`src/rtl/asc_pkg.sv`:
```
// package for the successive-approximation converter control block: map, layouts, timing
package asc_pkg;

   // ========================================================================
   // widths and counts
   localparam int ASC_ADDR_W = 8;
   localparam int ASC_DATA_W = 32;
   localparam int ASC_REG_W  = 8;
   localparam int ASC_RES_W  = 10;
   localparam int ASC_PIN_N  = 8;
   localparam int ASC_DIV_W  = 6;
   localparam int ASC_TAD_W  = 4;
   localparam int ASC_BIT_W  = 4;

   // ========================================================================
   // register byte offsets on the bus
   localparam logic [ASC_ADDR_W-1:0] ASC_OFF_CTRL0  = 8'h00;
   localparam logic [ASC_ADDR_W-1:0] ASC_OFF_CTRL1  = 8'h04;
   localparam logic [ASC_ADDR_W-1:0] ASC_OFF_RES_HI = 8'h08;
   localparam logic [ASC_ADDR_W-1:0] ASC_OFF_RES_LO = 8'h0C;
   localparam logic [ASC_ADDR_W-1:0] ASC_OFF_STATUS = 8'h10;
   localparam logic [ASC_ADDR_W-1:0] ASC_OFF_PORT   = 8'h14;

   // ========================================================================
   // conversion timing, counted in conversion bit periods
   localparam logic [ASC_TAD_W-1:0] ASC_TAD_SAMPLE = 4'h0;  // hold capacitor disconnects
   localparam logic [ASC_TAD_W-1:0] ASC_TAD_LAST   = 4'hB;  // twelfth period ends it
   localparam logic [ASC_BIT_W-1:0] ASC_BIT_MSB    = 4'h9;
   localparam logic [ASC_BIT_W-1:0] ASC_BIT_LSB    = 4'h0;

   // divider terminal counts (ratio minus one)
   localparam logic [ASC_DIV_W-1:0] ASC_DIV2_LAST  = 6'h01;
   localparam logic [ASC_DIV_W-1:0] ASC_DIV4_LAST  = 6'h03;
   localparam logic [ASC_DIV_W-1:0] ASC_DIV8_LAST  = 6'h07;
   localparam logic [ASC_DIV_W-1:0] ASC_DIV16_LAST = 6'h0F;
   localparam logic [ASC_DIV_W-1:0] ASC_DIV32_LAST = 6'h1F;
   localparam logic [ASC_DIV_W-1:0] ASC_DIV64_LAST = 6'h3F;

   // low clock-select codes
   localparam logic [1:0] ASC_CLK_FAST = 2'h0;
   localparam logic [1:0] ASC_CLK_MID  = 2'h1;
   localparam logic [1:0] ASC_CLK_SLOW = 2'h2;
   localparam logic [1:0] ASC_CLK_RC   = 2'h3;

   localparam logic [ASC_PIN_N-1:0] ASC_ALL_ANALOG = 8'hFF;
   localparam logic [ASC_PIN_N-1:0] ASC_NONE_ANALOG = 8'h00;
   localparam int ASC_STAT_DONE = 0;

   // ========================================================================
   // register layouts and state
   typedef struct packed {
      logic [1:0] clock_divider_low_bits;
      logic [2:0] input_channel_select;
      logic       go_busy;
      logic       unused1;
      logic       converter_power_on;
   } asc_ctrl0_t;

   typedef struct packed {
      logic       result_justify_select;
      logic       clock_divider_high_bit;
      logic [1:0] unused54;
      logic [3:0] pin_analog_config;
   } asc_ctrl1_t;

   typedef enum logic {ASC_IDLE, ASC_CONV} asc_state_t;

endpackage

```
`src/rtl/asc_adc_sar_control.sv`:
```
// control logic of a 10-bit successive-approximation converter behind an APB slave
//
// The APB register port and the placing of the registers were decided locally.
`timescale 1ns/1ps

module asc_adc_sar_control
   import asc_pkg::*;
(
   input  wire logic                              pclk,
   input  wire logic                              presetn,
   input  wire logic                              psel,
   input  wire logic                              penable,
   input  wire logic                              pwrite,
   input  wire logic [asc_pkg::ASC_ADDR_W-1:0]    paddr,
   input  wire logic [asc_pkg::ASC_DATA_W-1:0]    pwdata,
   output logic      [asc_pkg::ASC_DATA_W-1:0]    prdata,
   output logic                                   pready,
   output logic                                   pslverr,
   input  wire logic                              comp_above,
   input  wire logic                              rc_tad_tick,
   input  wire logic                              sleep_mode,
   input  wire logic [asc_pkg::ASC_PIN_N-1:0]     port_pin_level,
   output logic                                   converter_power_on,
   output logic      [2:0]                        input_channel_select,
   output logic                                   sample_hold_en,
   output logic      [asc_pkg::ASC_RES_W-1:0]     sar_trial_code,
   output logic                                   vref_pos_from_pin,
   output logic                                   vref_neg_from_pin,
   output logic      [asc_pkg::ASC_PIN_N-1:0]     pin_analog_mask,
   output logic                                   conversion_busy,
   output logic                                   conversion_done_flag
);
   import asc_pkg::*;

   // ========================================================================
   // decoders
   function automatic logic [ASC_DIV_W-1:0] asc_div_last(input logic hi, input logic [1:0] lo);
      logic [ASC_DIV_W-1:0] r;
      r = ASC_DIV2_LAST;
      unique case (lo)
         ASC_CLK_FAST: r = hi ? ASC_DIV4_LAST  : ASC_DIV2_LAST;
         ASC_CLK_MID:  r = hi ? ASC_DIV16_LAST : ASC_DIV8_LAST;
         ASC_CLK_SLOW: r = hi ? ASC_DIV64_LAST : ASC_DIV32_LAST;
         ASC_CLK_RC:   r = ASC_DIV2_LAST;
      endcase
      return r;
   endfunction

   // one bit per analog input pin, 7 down to 0, high where the pin is not digital
   function automatic logic [ASC_PIN_N-1:0] asc_analog_mask(input logic [3:0] cfg);
      logic [ASC_PIN_N-1:0] m;
      m = ASC_NONE_ANALOG;
      unique casez (cfg)
         4'h0, 4'h1, 4'h8:       m = 8'hFF;
         4'h2, 4'h3, 4'hC:       m = 8'h1F;
         4'h4, 4'h5:             m = 8'h0B;
         4'b011?:                m = ASC_NONE_ANALOG;
         4'h9, 4'hA, 4'hB:       m = 8'h3F;
         4'hD:                   m = 8'h0F;
         4'hE:                   m = 8'h01;
         4'hF:                   m = 8'h0D;
      endcase
      return m;
   endfunction

   // a negative reference from a pin always comes with a positive one from a pin
   function automatic logic asc_vref_neg_pin(input logic [3:0] cfg);
      return (cfg == 4'h8) || (cfg == 4'hB) || (cfg == 4'hC) || (cfg == 4'hD) ||
             (cfg == 4'hF);
   endfunction

   function automatic logic asc_vref_pos_pin(input logic [3:0] cfg);
      return (cfg == 4'h1) || (cfg == 4'h3) || (cfg == 4'h5) || (cfg == 4'hA) ||
             asc_vref_neg_pin(cfg);
   endfunction

   // justified result bytes
   function automatic logic [ASC_REG_W-1:0] asc_res_byte(input logic [ASC_RES_W-1:0] r,
                                                         input logic right, input logic high);
      logic [ASC_REG_W-1:0] b;
      if (right) begin
         b = high ? {6'h00, r[9:8]} : r[7:0];
      end else begin
         b = high ? r[9:2] : {r[1:0], 6'h00};
      end
      return b;
   endfunction

   // only the six mapped words answer without an error
   function automatic logic asc_mapped(input logic [ASC_ADDR_W-1:0] a);
      return a inside {ASC_OFF_CTRL0, ASC_OFF_CTRL1, ASC_OFF_RES_HI,
                       ASC_OFF_RES_LO, ASC_OFF_STATUS, ASC_OFF_PORT};
   endfunction

   // ========================================================================
   // state
   typedef struct packed {
      // sequencer
      asc_state_t                st;
      // software configuration
      asc_ctrl0_t                c0;
      asc_ctrl1_t                c1;
      // conversion timing, trial code and flags
      logic [ASC_DIV_W-1:0]      div_cnt;
      logic [ASC_TAD_W-1:0]      conversion_bit_period;
      logic [ASC_BIT_W-1:0]      bitpos;
      logic [ASC_RES_W-1:0]      sar;
      logic                      sample;
      logic                      done;
      // pin and reference steering
      logic [ASC_PIN_N-1:0]      amask;
      logic                      vpos;
      logic                      vneg;
      // bus answer
      logic                      pready;
      logic                      pslverr;
      logic [ASC_DATA_W-1:0]     prdata;
   } asc_regs_t;

   // registered state and its next value
   asc_regs_t                 s_r;
   asc_regs_t                 s_nxt;
   // conversion and bus helpers
   logic [ASC_RES_W-1:0]      result_r;
   logic                      load_result;
   logic                      tad_tick;
   logic                      rc_sel;
   logic                      wr_commit;
   logic                      rd_decode;
   logic [ASC_REG_W-1:0]      rd_byte;
   asc_ctrl0_t                wr_c0;

   // ========================================================================
   // conversion clock: divided bus clock, or RC ticks
   always_comb begin
      // the rc source already ticks once per bit period, so it skips the divider
      rc_sel = (s_r.c0.clock_divider_low_bits == ASC_CLK_RC);
      if (rc_sel) begin
         tad_tick = rc_tad_tick;
      end else begin
         // the bus clock is treated as stopped in sleep, so only RC advances
         tad_tick = !sleep_mode &&
                    (s_r.div_cnt == asc_div_last(s_r.c1.clock_divider_high_bit,
                                                 s_r.c0.clock_divider_low_bits));
      end
   end

   // ========================================================================
   // bus decode helpers
   // map: 00 primary, 04 secondary, 08 result high, 0C result low,
   // 10 done flag (write one to clear), 14 pin readout; data in the low byte
   always_comb begin
      wr_commit = psel && penable && s_r.pready && pwrite;
      rd_decode = psel && penable && !s_r.pready;
      wr_c0     = asc_ctrl0_t'(pwdata[ASC_REG_W-1:0]);
      rd_byte   = '0;
      unique case (paddr)
         ASC_OFF_CTRL0: begin
            rd_byte = s_r.c0;
            rd_byte[1] = 1'b0;
         end
         ASC_OFF_CTRL1: begin
            rd_byte = s_r.c1;
            rd_byte[5:4] = 2'h0;
         end
         ASC_OFF_RES_HI: begin
            rd_byte = asc_res_byte(result_r, s_r.c1.result_justify_select, 1'b1);
         end
         ASC_OFF_RES_LO: begin
            rd_byte = asc_res_byte(result_r, s_r.c1.result_justify_select, 1'b0);
         end
         ASC_OFF_STATUS: begin
            rd_byte[ASC_STAT_DONE] = s_r.done;
         end
         ASC_OFF_PORT: begin
            rd_byte = port_pin_level & ~s_r.amask;
         end
         default: begin
            rd_byte = '0;
         end
      endcase
   end

   // ========================================================================
   // next state: conversion sequencer, then software writes on top
   always_comb begin
      s_nxt       = s_r;
      load_result = 1'b0;

      // pin and reference steering follow the config field
      s_nxt.amask = asc_analog_mask(s_r.c1.pin_analog_config);
      s_nxt.vpos  = asc_vref_pos_pin(s_r.c1.pin_analog_config);
      s_nxt.vneg  = asc_vref_neg_pin(s_r.c1.pin_analog_config);

      // successive approximation over twelve bit periods
      if (s_r.st == ASC_CONV) begin
         // the divider holds in sleep, so a stalled conversion resumes mid-period
         if (tad_tick || rc_sel) begin
            s_nxt.div_cnt = '0;
         end else if (!sleep_mode) begin
            s_nxt.div_cnt = s_r.div_cnt + 1'b1;
         end
         if (tad_tick) begin
            s_nxt.conversion_bit_period = s_r.conversion_bit_period + 1'b1;
            if (s_r.conversion_bit_period == ASC_TAD_SAMPLE) begin
               // hold opens, first trial is half scale
               s_nxt.sample = 1'b0;
               s_nxt.sar    = '0;
               s_nxt.sar[ASC_BIT_MSB] = 1'b1;
               s_nxt.bitpos = ASC_BIT_MSB;
            end else if (s_r.conversion_bit_period == ASC_TAD_LAST) begin
               load_result     = 1'b1;
               s_nxt.st        = ASC_IDLE;
               s_nxt.c0.go_busy = 1'b0;
               s_nxt.done      = 1'b1;
               s_nxt.sample    = 1'b1;
            end else begin
               // keep the trial bit only if the input is at or above the trial level
               if (!comp_above) begin
                  s_nxt.sar[s_r.bitpos] = 1'b0;
               end
               // then try the next lower bit; after the lowest one nothing is raised
               if (s_r.bitpos != ASC_BIT_LSB) begin
                  s_nxt.sar[s_r.bitpos - 1'b1] = 1'b1;
                  s_nxt.bitpos = s_r.bitpos - 1'b1;
               end
            end
         end
      end

      // bus answer two cycles after the setup phase, one wait state
      s_nxt.pready  = rd_decode;
      s_nxt.pslverr = 1'b0;
      if (rd_decode) begin
         s_nxt.prdata  = {{(ASC_DATA_W-ASC_REG_W){1'b0}}, rd_byte};
         // an unmapped word answers with an error and zero data
         s_nxt.pslverr = !asc_mapped(paddr);
      end

      // software writes take effect at the edge that completes the access
      if (wr_commit) begin
         unique case (paddr)
            ASC_OFF_CTRL0: begin
               s_nxt.c0.clock_divider_low_bits = wr_c0.clock_divider_low_bits;
               s_nxt.c0.input_channel_select   = wr_c0.input_channel_select;
               s_nxt.c0.converter_power_on     = wr_c0.converter_power_on;
               if (!wr_c0.converter_power_on || !wr_c0.go_busy) begin
                  // clearing power or the start bit abandons the conversion
                  s_nxt.st         = ASC_IDLE;
                  s_nxt.c0.go_busy = 1'b0;
                  s_nxt.sample     = 1'b1;
               end else if (s_r.st == ASC_IDLE) begin
                  // a fresh start tracks the input until the first bit-period tick, one whole period on the divided clock
                  s_nxt.st         = ASC_CONV;
                  s_nxt.c0.go_busy = 1'b1;
                  s_nxt.div_cnt    = '0;
                  s_nxt.conversion_bit_period        = ASC_TAD_SAMPLE;
                  s_nxt.sample     = 1'b1;
               end else begin
                  // a repeated start leaves the running conversion alone
                  s_nxt.c0.go_busy = 1'b1;
               end
            end
            ASC_OFF_CTRL1: begin
               s_nxt.c1 = asc_ctrl1_t'(pwdata[ASC_REG_W-1:0]);
               s_nxt.c1.unused54 = 2'h0;
            end
            ASC_OFF_STATUS: begin
               // write one clears; a completion in the same cycle wins
               if (pwdata[ASC_STAT_DONE] && !load_result) begin
                  s_nxt.done = 1'b0;
               end
            end
            default: begin
               s_nxt.done = s_nxt.done;
            end
         endcase
      end
      s_nxt.c0.unused1 = 1'b0;
      // an unpowered converter never tracks its input
      if (!s_nxt.c0.converter_power_on) begin
         s_nxt.sample = 1'b0;
      end
   end

   // ========================================================================
   // state register: reset powers down, clears config, all pins analog
   always_ff @(posedge pclk or negedge presetn) begin
      if (!presetn) begin
         s_r       <= '0;
         s_r.amask <= ASC_ALL_ANALOG;
      end else begin
         s_r <= s_nxt;
      end
   end

   // result pair has no reset so its contents survive a device reset
   // it sits outside the state struct because that struct is cleared by reset
   always_ff @(posedge pclk) begin
      if (load_result) begin
         result_r <= s_r.sar;
      end
   end

   // ========================================================================
   // outputs, all from flops
   assign prdata               = s_r.prdata;
   assign pready               = s_r.pready;
   assign pslverr              = s_r.pslverr;

   // converter side and pin steering
   assign converter_power_on   = s_r.c0.converter_power_on;
   assign input_channel_select = s_r.c0.input_channel_select;
   assign sample_hold_en       = s_r.sample;
   assign sar_trial_code       = s_r.sar;
   assign vref_pos_from_pin    = s_r.vpos;
   assign vref_neg_from_pin    = s_r.vneg;
   assign pin_analog_mask      = s_r.amask;
   assign conversion_busy      = s_r.c0.go_busy;
   assign conversion_done_flag = s_r.done;

endmodule

```
`config.mk`:
```
export PLATFORM = sky130hd
export DESIGN_NAME = asc_adc_sar_control
export DESIGN_NICKNAME = d
export VERILOG_FILES = /design/src/rtl/asc_pkg.sv /design/src/rtl/asc_adc_sar_control.sv
export SDC_FILE = /design/constraint.sdc
export NUM_CORES = 1
export LEC_CHECK = 0
export ABC_AREA = 1
export BUFFER_PORTS_ARGS = -buffer_cell sky130_fd_sc_hd__buf_4
export CORE_MARGIN = 4
export CORE_UTILIZATION = 50
export DETAILED_ROUTE_END_ITERATION = 8
export HOLD_SLACK_MARGIN = 0.15
export PLACE_DENSITY = 0.76
export SYNTH_ARGS = -nofsm -noshare
export SYNTH_HDL_FRONTEND = slang
export SYNTH_SLANG_ARGS = --single-unit
```
`constraint.sdc`:
```
create_clock -name pclk -period 3.2 [get_ports pclk]
set_input_delay 0.64 -clock pclk [delete_from_list [all_inputs] [get_ports pclk]]
set_output_delay 0.64 -clock pclk [all_outputs]
set_load 0.03 [all_outputs]
```
**Yosys cells after proc, flatten, opt, wreduce, memory -nomap -nowiden**

Cells that the tools add are included.

- Bits in registers: 70
- Latch bits: 0
- Bits in writable memories: 0
- Bits in read-only memories: 0
- Input bits: 56
- Output and inout bits: 61
- Logic and storage cells: 157
- Memories kept: 0

- Add/sub/neg operators: 3
- $mul: 0
- Divide/modulo/power cells: 0
- Magnitude comparators: 4
- Eq/ne operators: 25
- Shift operators: 0
- Muxes and demuxes: 60
- Bitwise operators: 5
- Reductions and logical operators: 39

Operators by type and width:

| cell | number |
|---|---|
| two-way mux 10 bit | 8 |
| case mux 8 bit (8 select lines) | 1 |
| equality test 4 bit (second input constant) | 9 |
| case mux 7 bit (5 select lines) | 1 |
| two-way mux 33 bit | 1 |
| two-way mux 14 bit | 2 |
| two-way mux 1 bit | 26 |
| two-way mux 26 bit | 1 |
| two-way mux 6 bit | 4 |
| two-way mux 8 bit | 3 |
| two-way mux 20 bit | 1 |
| two-way mux 19 bit | 1 |
| case mux 6 bit (3 select lines) | 1 |
| equality test 8 x 4 -> 1 bit (second input constant) | 2 |
| equality test 8 x 5 -> 1 bit (second input constant) | 2 |
| two-way mux 15 bit | 1 |
| two-way mux 7 bit | 2 |
| bitwise AND 10 bit | 1 |
| logical OR 1 bit | 10 |
| < comparator 4 x 5 -> 1 bit (second input constant) | 2 |
| inverter 10 bit | 1 |
| OR 10 bit | 1 |
| OR reduction 3 bit | 3 |
| bitwise AND 8 bit | 1 |
| 30 further kinds | 51 |

**Longest topological paths before layout**

- Depth after elaboration: 22
- Depth in mapped cells: 14
- Depth with buffers taken out: 14

**Worst setup path after synthesis**

OpenSTA, ideal clock, no wires.

- Path type: register -> register
- Start: register s_r[84] (netlist name)
- End: register result_r[0], enable pin
- Library setup time: 0.334 ns
- Arrival: 1.724 ns
- Data required time: 2.866 ns
- Setup slack: 1.142 ns
- Cell stages (with the launch flop): 13
- Buffers on the path: 0
- Period minus slack after synthesis: 2.058 ns
- Cells stage by stage: dfrtp_1 > inv_1 > ha_1 > inv_1 > nand2_1 > nand3_1 > nor2_1 > nand3_1 > nand2_2 > nand3_4 > inv_1 > nand2_1 > inv_1

- Word-level cells in the longest chain between the ends: 8
- Elaborated cells between the ends (all ways): 11
- Classes of those cells: eq/ne: 4; mux: 5; reduce/logical: 2

RTL lines:

| item | line | RTL |
|---|---|---|
| start: declaration | asc_adc_sar_control.sv:121 | `asc_regs_t s_r;` |
| start signal: assignment | asc_adc_sar_control.sv:293 | `s_r <= s_nxt;` |
| equality test 2 bit, or another cell as far along | asc_adc_sar_control.sv:40 | `unique case (lo)` |
| case mux 6 bit (3 select lines) | asc_adc_sar_control.sv:40 |  |
| two-way mux 6 bit | asc_adc_sar_control.sv:138 | `if (rc_sel) begin` |
| equality test 6 bit | asc_adc_sar_control.sv:143 | `(s_r.div_cnt == asc_div_last(s_r.c1.clock_divider_high_bit,` |
| logical AND 1 bit | asc_adc_sar_control.sv:142 | `tad_tick = !sleep_mode &&` |
| two-way mux 1 bit * | asc_adc_sar_control.sv:138 |  |
| two-way mux 1 bit * | asc_adc_sar_control.sv:203 | `if (tad_tick) begin` |
| two-way mux 1 bit * | asc_adc_sar_control.sv:196 | `if (s_r.st == ASC_CONV) begin` |
| net load_result | asc_adc_sar_control.sv:125 | `logic load_result;` |
| end signal: assignment | asc_adc_sar_control.sv:301 | `result_r <= s_r.sar;` |
| end: declaration | asc_adc_sar_control.sv:124 | `logic [ASC_RES_W-1:0] result_r;` |

The timed path passes the listed nets; every way through them passes the cells marked *. The select of a mux whose other input is x is not followed.
A chain may end at the register's enable or synchronous reset.

**Worst setup path after layout**

- Start: register s_r[84] (netlist name)
- End: register result_r[1], enable pin

Same word-level chain as after synthesis.

==> impl_metrics.ini <==
[outcome]
status = finished, final reports clean

[detailed_routing]
via_per_inst = 4.983
drt_iter0_drc = 185
wl_per_cell_um = 13.58
wirelength_um = 9029
via_count = 3314
route.detailed.drc = 0
drtAntennaViolNets = 0
first_pass_iters = 6

[logic_synthesis]
async_flop_share_pct = 85.51
ys_types = 35
synth_warnings = 0
synth_top_cell_by_area = dfrtp_1
yosysMostFrequentCell = nand2_1
yosysTopAreaCellShare_pct = 32.30
synth_commonest_cells = nand2_1 (137), inv_1 (56), buf_4 (54)
netlist_area_um2 = 4029
synth_seq_cells = 69
synth-edff-count = 10
synthTopCellsByArea = dfrtp_1 (32%), nand2_1 (13%), buf_4 (10%)
syn_avg_cell_area_um2 = 7.778
synth_cells = 518
ys_seq_area_share_pct = 44.32
ys.flop_type = dfrtp_1

[floorplan]
initial_core_util_pct = 51.87
die_w_um = 97.77
dieArea_um2 = 9558
core_region_area_um2 = 7767
row_count = 32
io_pins = 117
die_y_um = 97.77

[global_route]
use_met1_pct = 25.31
grt_pass1_wl_um = 14790
groute.layer.met3.usage_pct = 5.214
grt.overflow.total = 0
grt_pass1_vias = 3015
globalRoute.busiestLayer = met2
grt_max_degree = 60
antenna_found_initial = 0
grtUsageTotal_pct = 18.96
grt_use_met2_pct = 30.79

[cts]
cts.sinks = 69
clk_latency_ps = 350
cts_tree = yes
cts_buffers = 9
path_clk_slew_ps = 80
cts_setup_buffers = 0
clk_path_buf_depth = 2
cts_resized = 0
cts.hold.buffers_added = 0
htree_levels = 3
root_buffer = clkbuf_8

[layout]
design_area_um2 = 4502
area_growth_pct = 11.74
fin_util_pct = 57.96
fin_nets = 620
drive_above_1_share_pct = 18.83
diodes = 0
fill_cells = 736

[sta]
grt_setup_unrepaired = false
setup_viol = 0
whs_ps = 340.1
slew_headroom_pct = 50.67
max_freq_ghz = 0.3902
layout_min_cycle_time_ps = 2563
hold_viol_final = 0
report.final.slew_viol_count = 0
finalCritPeriodShare_pct = 80.09
clock_skew_ps = 9.231
fin_tns_setup_ps = 0
max_slew.worst_pin.slew_ps = 740.0

[placement]
routabilityCongestion = 0.9221
placed_cell_area_um2 = 4304
io_buffer_count = 68
place_hpwl_um = 6990

[critical_path]
critical_path_required_ps = 3220
cp.arrival_ps = 2580
path_class = reg2reg
crit_path_max_fanout = 15
start_kind = flop
end_kind = flop

[flow_run]
max-cap-violations = 0

[power]
power_w = 0.002665
power_density_nw_per_um2 = 592.1
peakVddDrop_uv = 374.6
leakagePower_nw = 2.339

[min_path]
hp-class = in2async
-- area by class of cell --
cell class	instances	area, µm²	share of cell area, %
Sequential cell	69	1785	39.66
Tap cell	102	127.6	2.835
Timing Repair Buffer	69	518.0	11.51
Clock buffer	12	166.4	3.697
Multi-Input combinational cell	347	1640	36.44
Clock inverter	4	31.28	0.6948
Inverter	62	232.7	5.170
-- placed cells by master, fill, tap and decap left out, drive strengths merged --
master,instances
dfstp,7
clkinv,2
buf,69
or2,1
nand3,28
nor2,41
edfxtp,10
xor2,3
and2,1
inv,61
nand2,140
nand3b,3
o31ai,1
nor3,15
o21a,1
dfrtp,52
clkinvlp,3
a21oi,17
clkbuf,12
nand4,4
nor4,4
o22ai,2
o2111ai,3
mux2i,2
conb,24
o21ai,51
ha,6
-- worst max-delay path, cell delays in order, from the launching register on --
cell and delay, ps:
dfrtp_1 390, inv_1 90, ha_1 330, inv_1 80
nand2_1 60, nand3_1 60, nor2_1 100, nand3_1 90
nand2_2 150, nand3_4 200, inv_1 160, nand2_1 160
inv_1 330
-- flip-flops by register name (all words and copies together), names as in the netlist, 3 cells and up --
register and cells:
s_r 23, result_r 10, sar_trial_code 10, prdata 8, pin_analog_mask 7, input_channel_select 3
-- path summary, 6_finish.rpt --
kind,end,slack [ps],cells past startpoint,start
setup / recovery,result_r[1],640,12,s_r[84]
hold / removal,prdata[3],340,1,presetn
setup reg to reg,result_r[1],640,12,s_r[84]
hold reg to reg,prdata[3],490,2,prdata[3]
max in group asynchronous,sar_trial_code[0],2350,1,presetn
min in group pclk,prdata[3],490,2,prdata[3]
-- metal layers --
layer / up-vias / part of all wire [%]
met1: 1528 / 44
li1: 1668 / -
met5: - / 0
met3: 13 / 5.8
met4: 0 / 1.2
met2: 105 / 49
-- metrics by stage --
| step | setup WS [ps] | instances |
|---|---|---|
| after global routing | 360.3 | 665 |
| after global placement | 717.3 | 649 |
| after CTS | 653.2 | 665 |
| after floorplan | 1142 | 541 |
| final | 637.2 | 665 |
| after detailed placement | 680.9 | 649 |
-- cell families (layout without fill, tap and decap cells) --
family,count (synthesis),after routing,share of synthesized area [%]
other,1,24,0.09308
adder cells (fa/ha/maj),6,6,1.863
AO/OA/AOI/OAI,75,75,9.783
multiplexers,2,2,0.4969
flip-flops,69,69,44.32
XOR/XNOR,3,3,0.6523
AND/OR/NAND/NOR,237,237,25.68
buffers and inverters,125,147,17.11
-- power breakdown --
part | leakage (nW) | switching (W) | internal [W]
registers | 0.820 | 0.000137 | 0.00103
clock network | 0.0900 | 0.000343 | 0.000351
logic | 1.43 | 0.000538 | 0.000270
(Power assumes the default switching activity.)
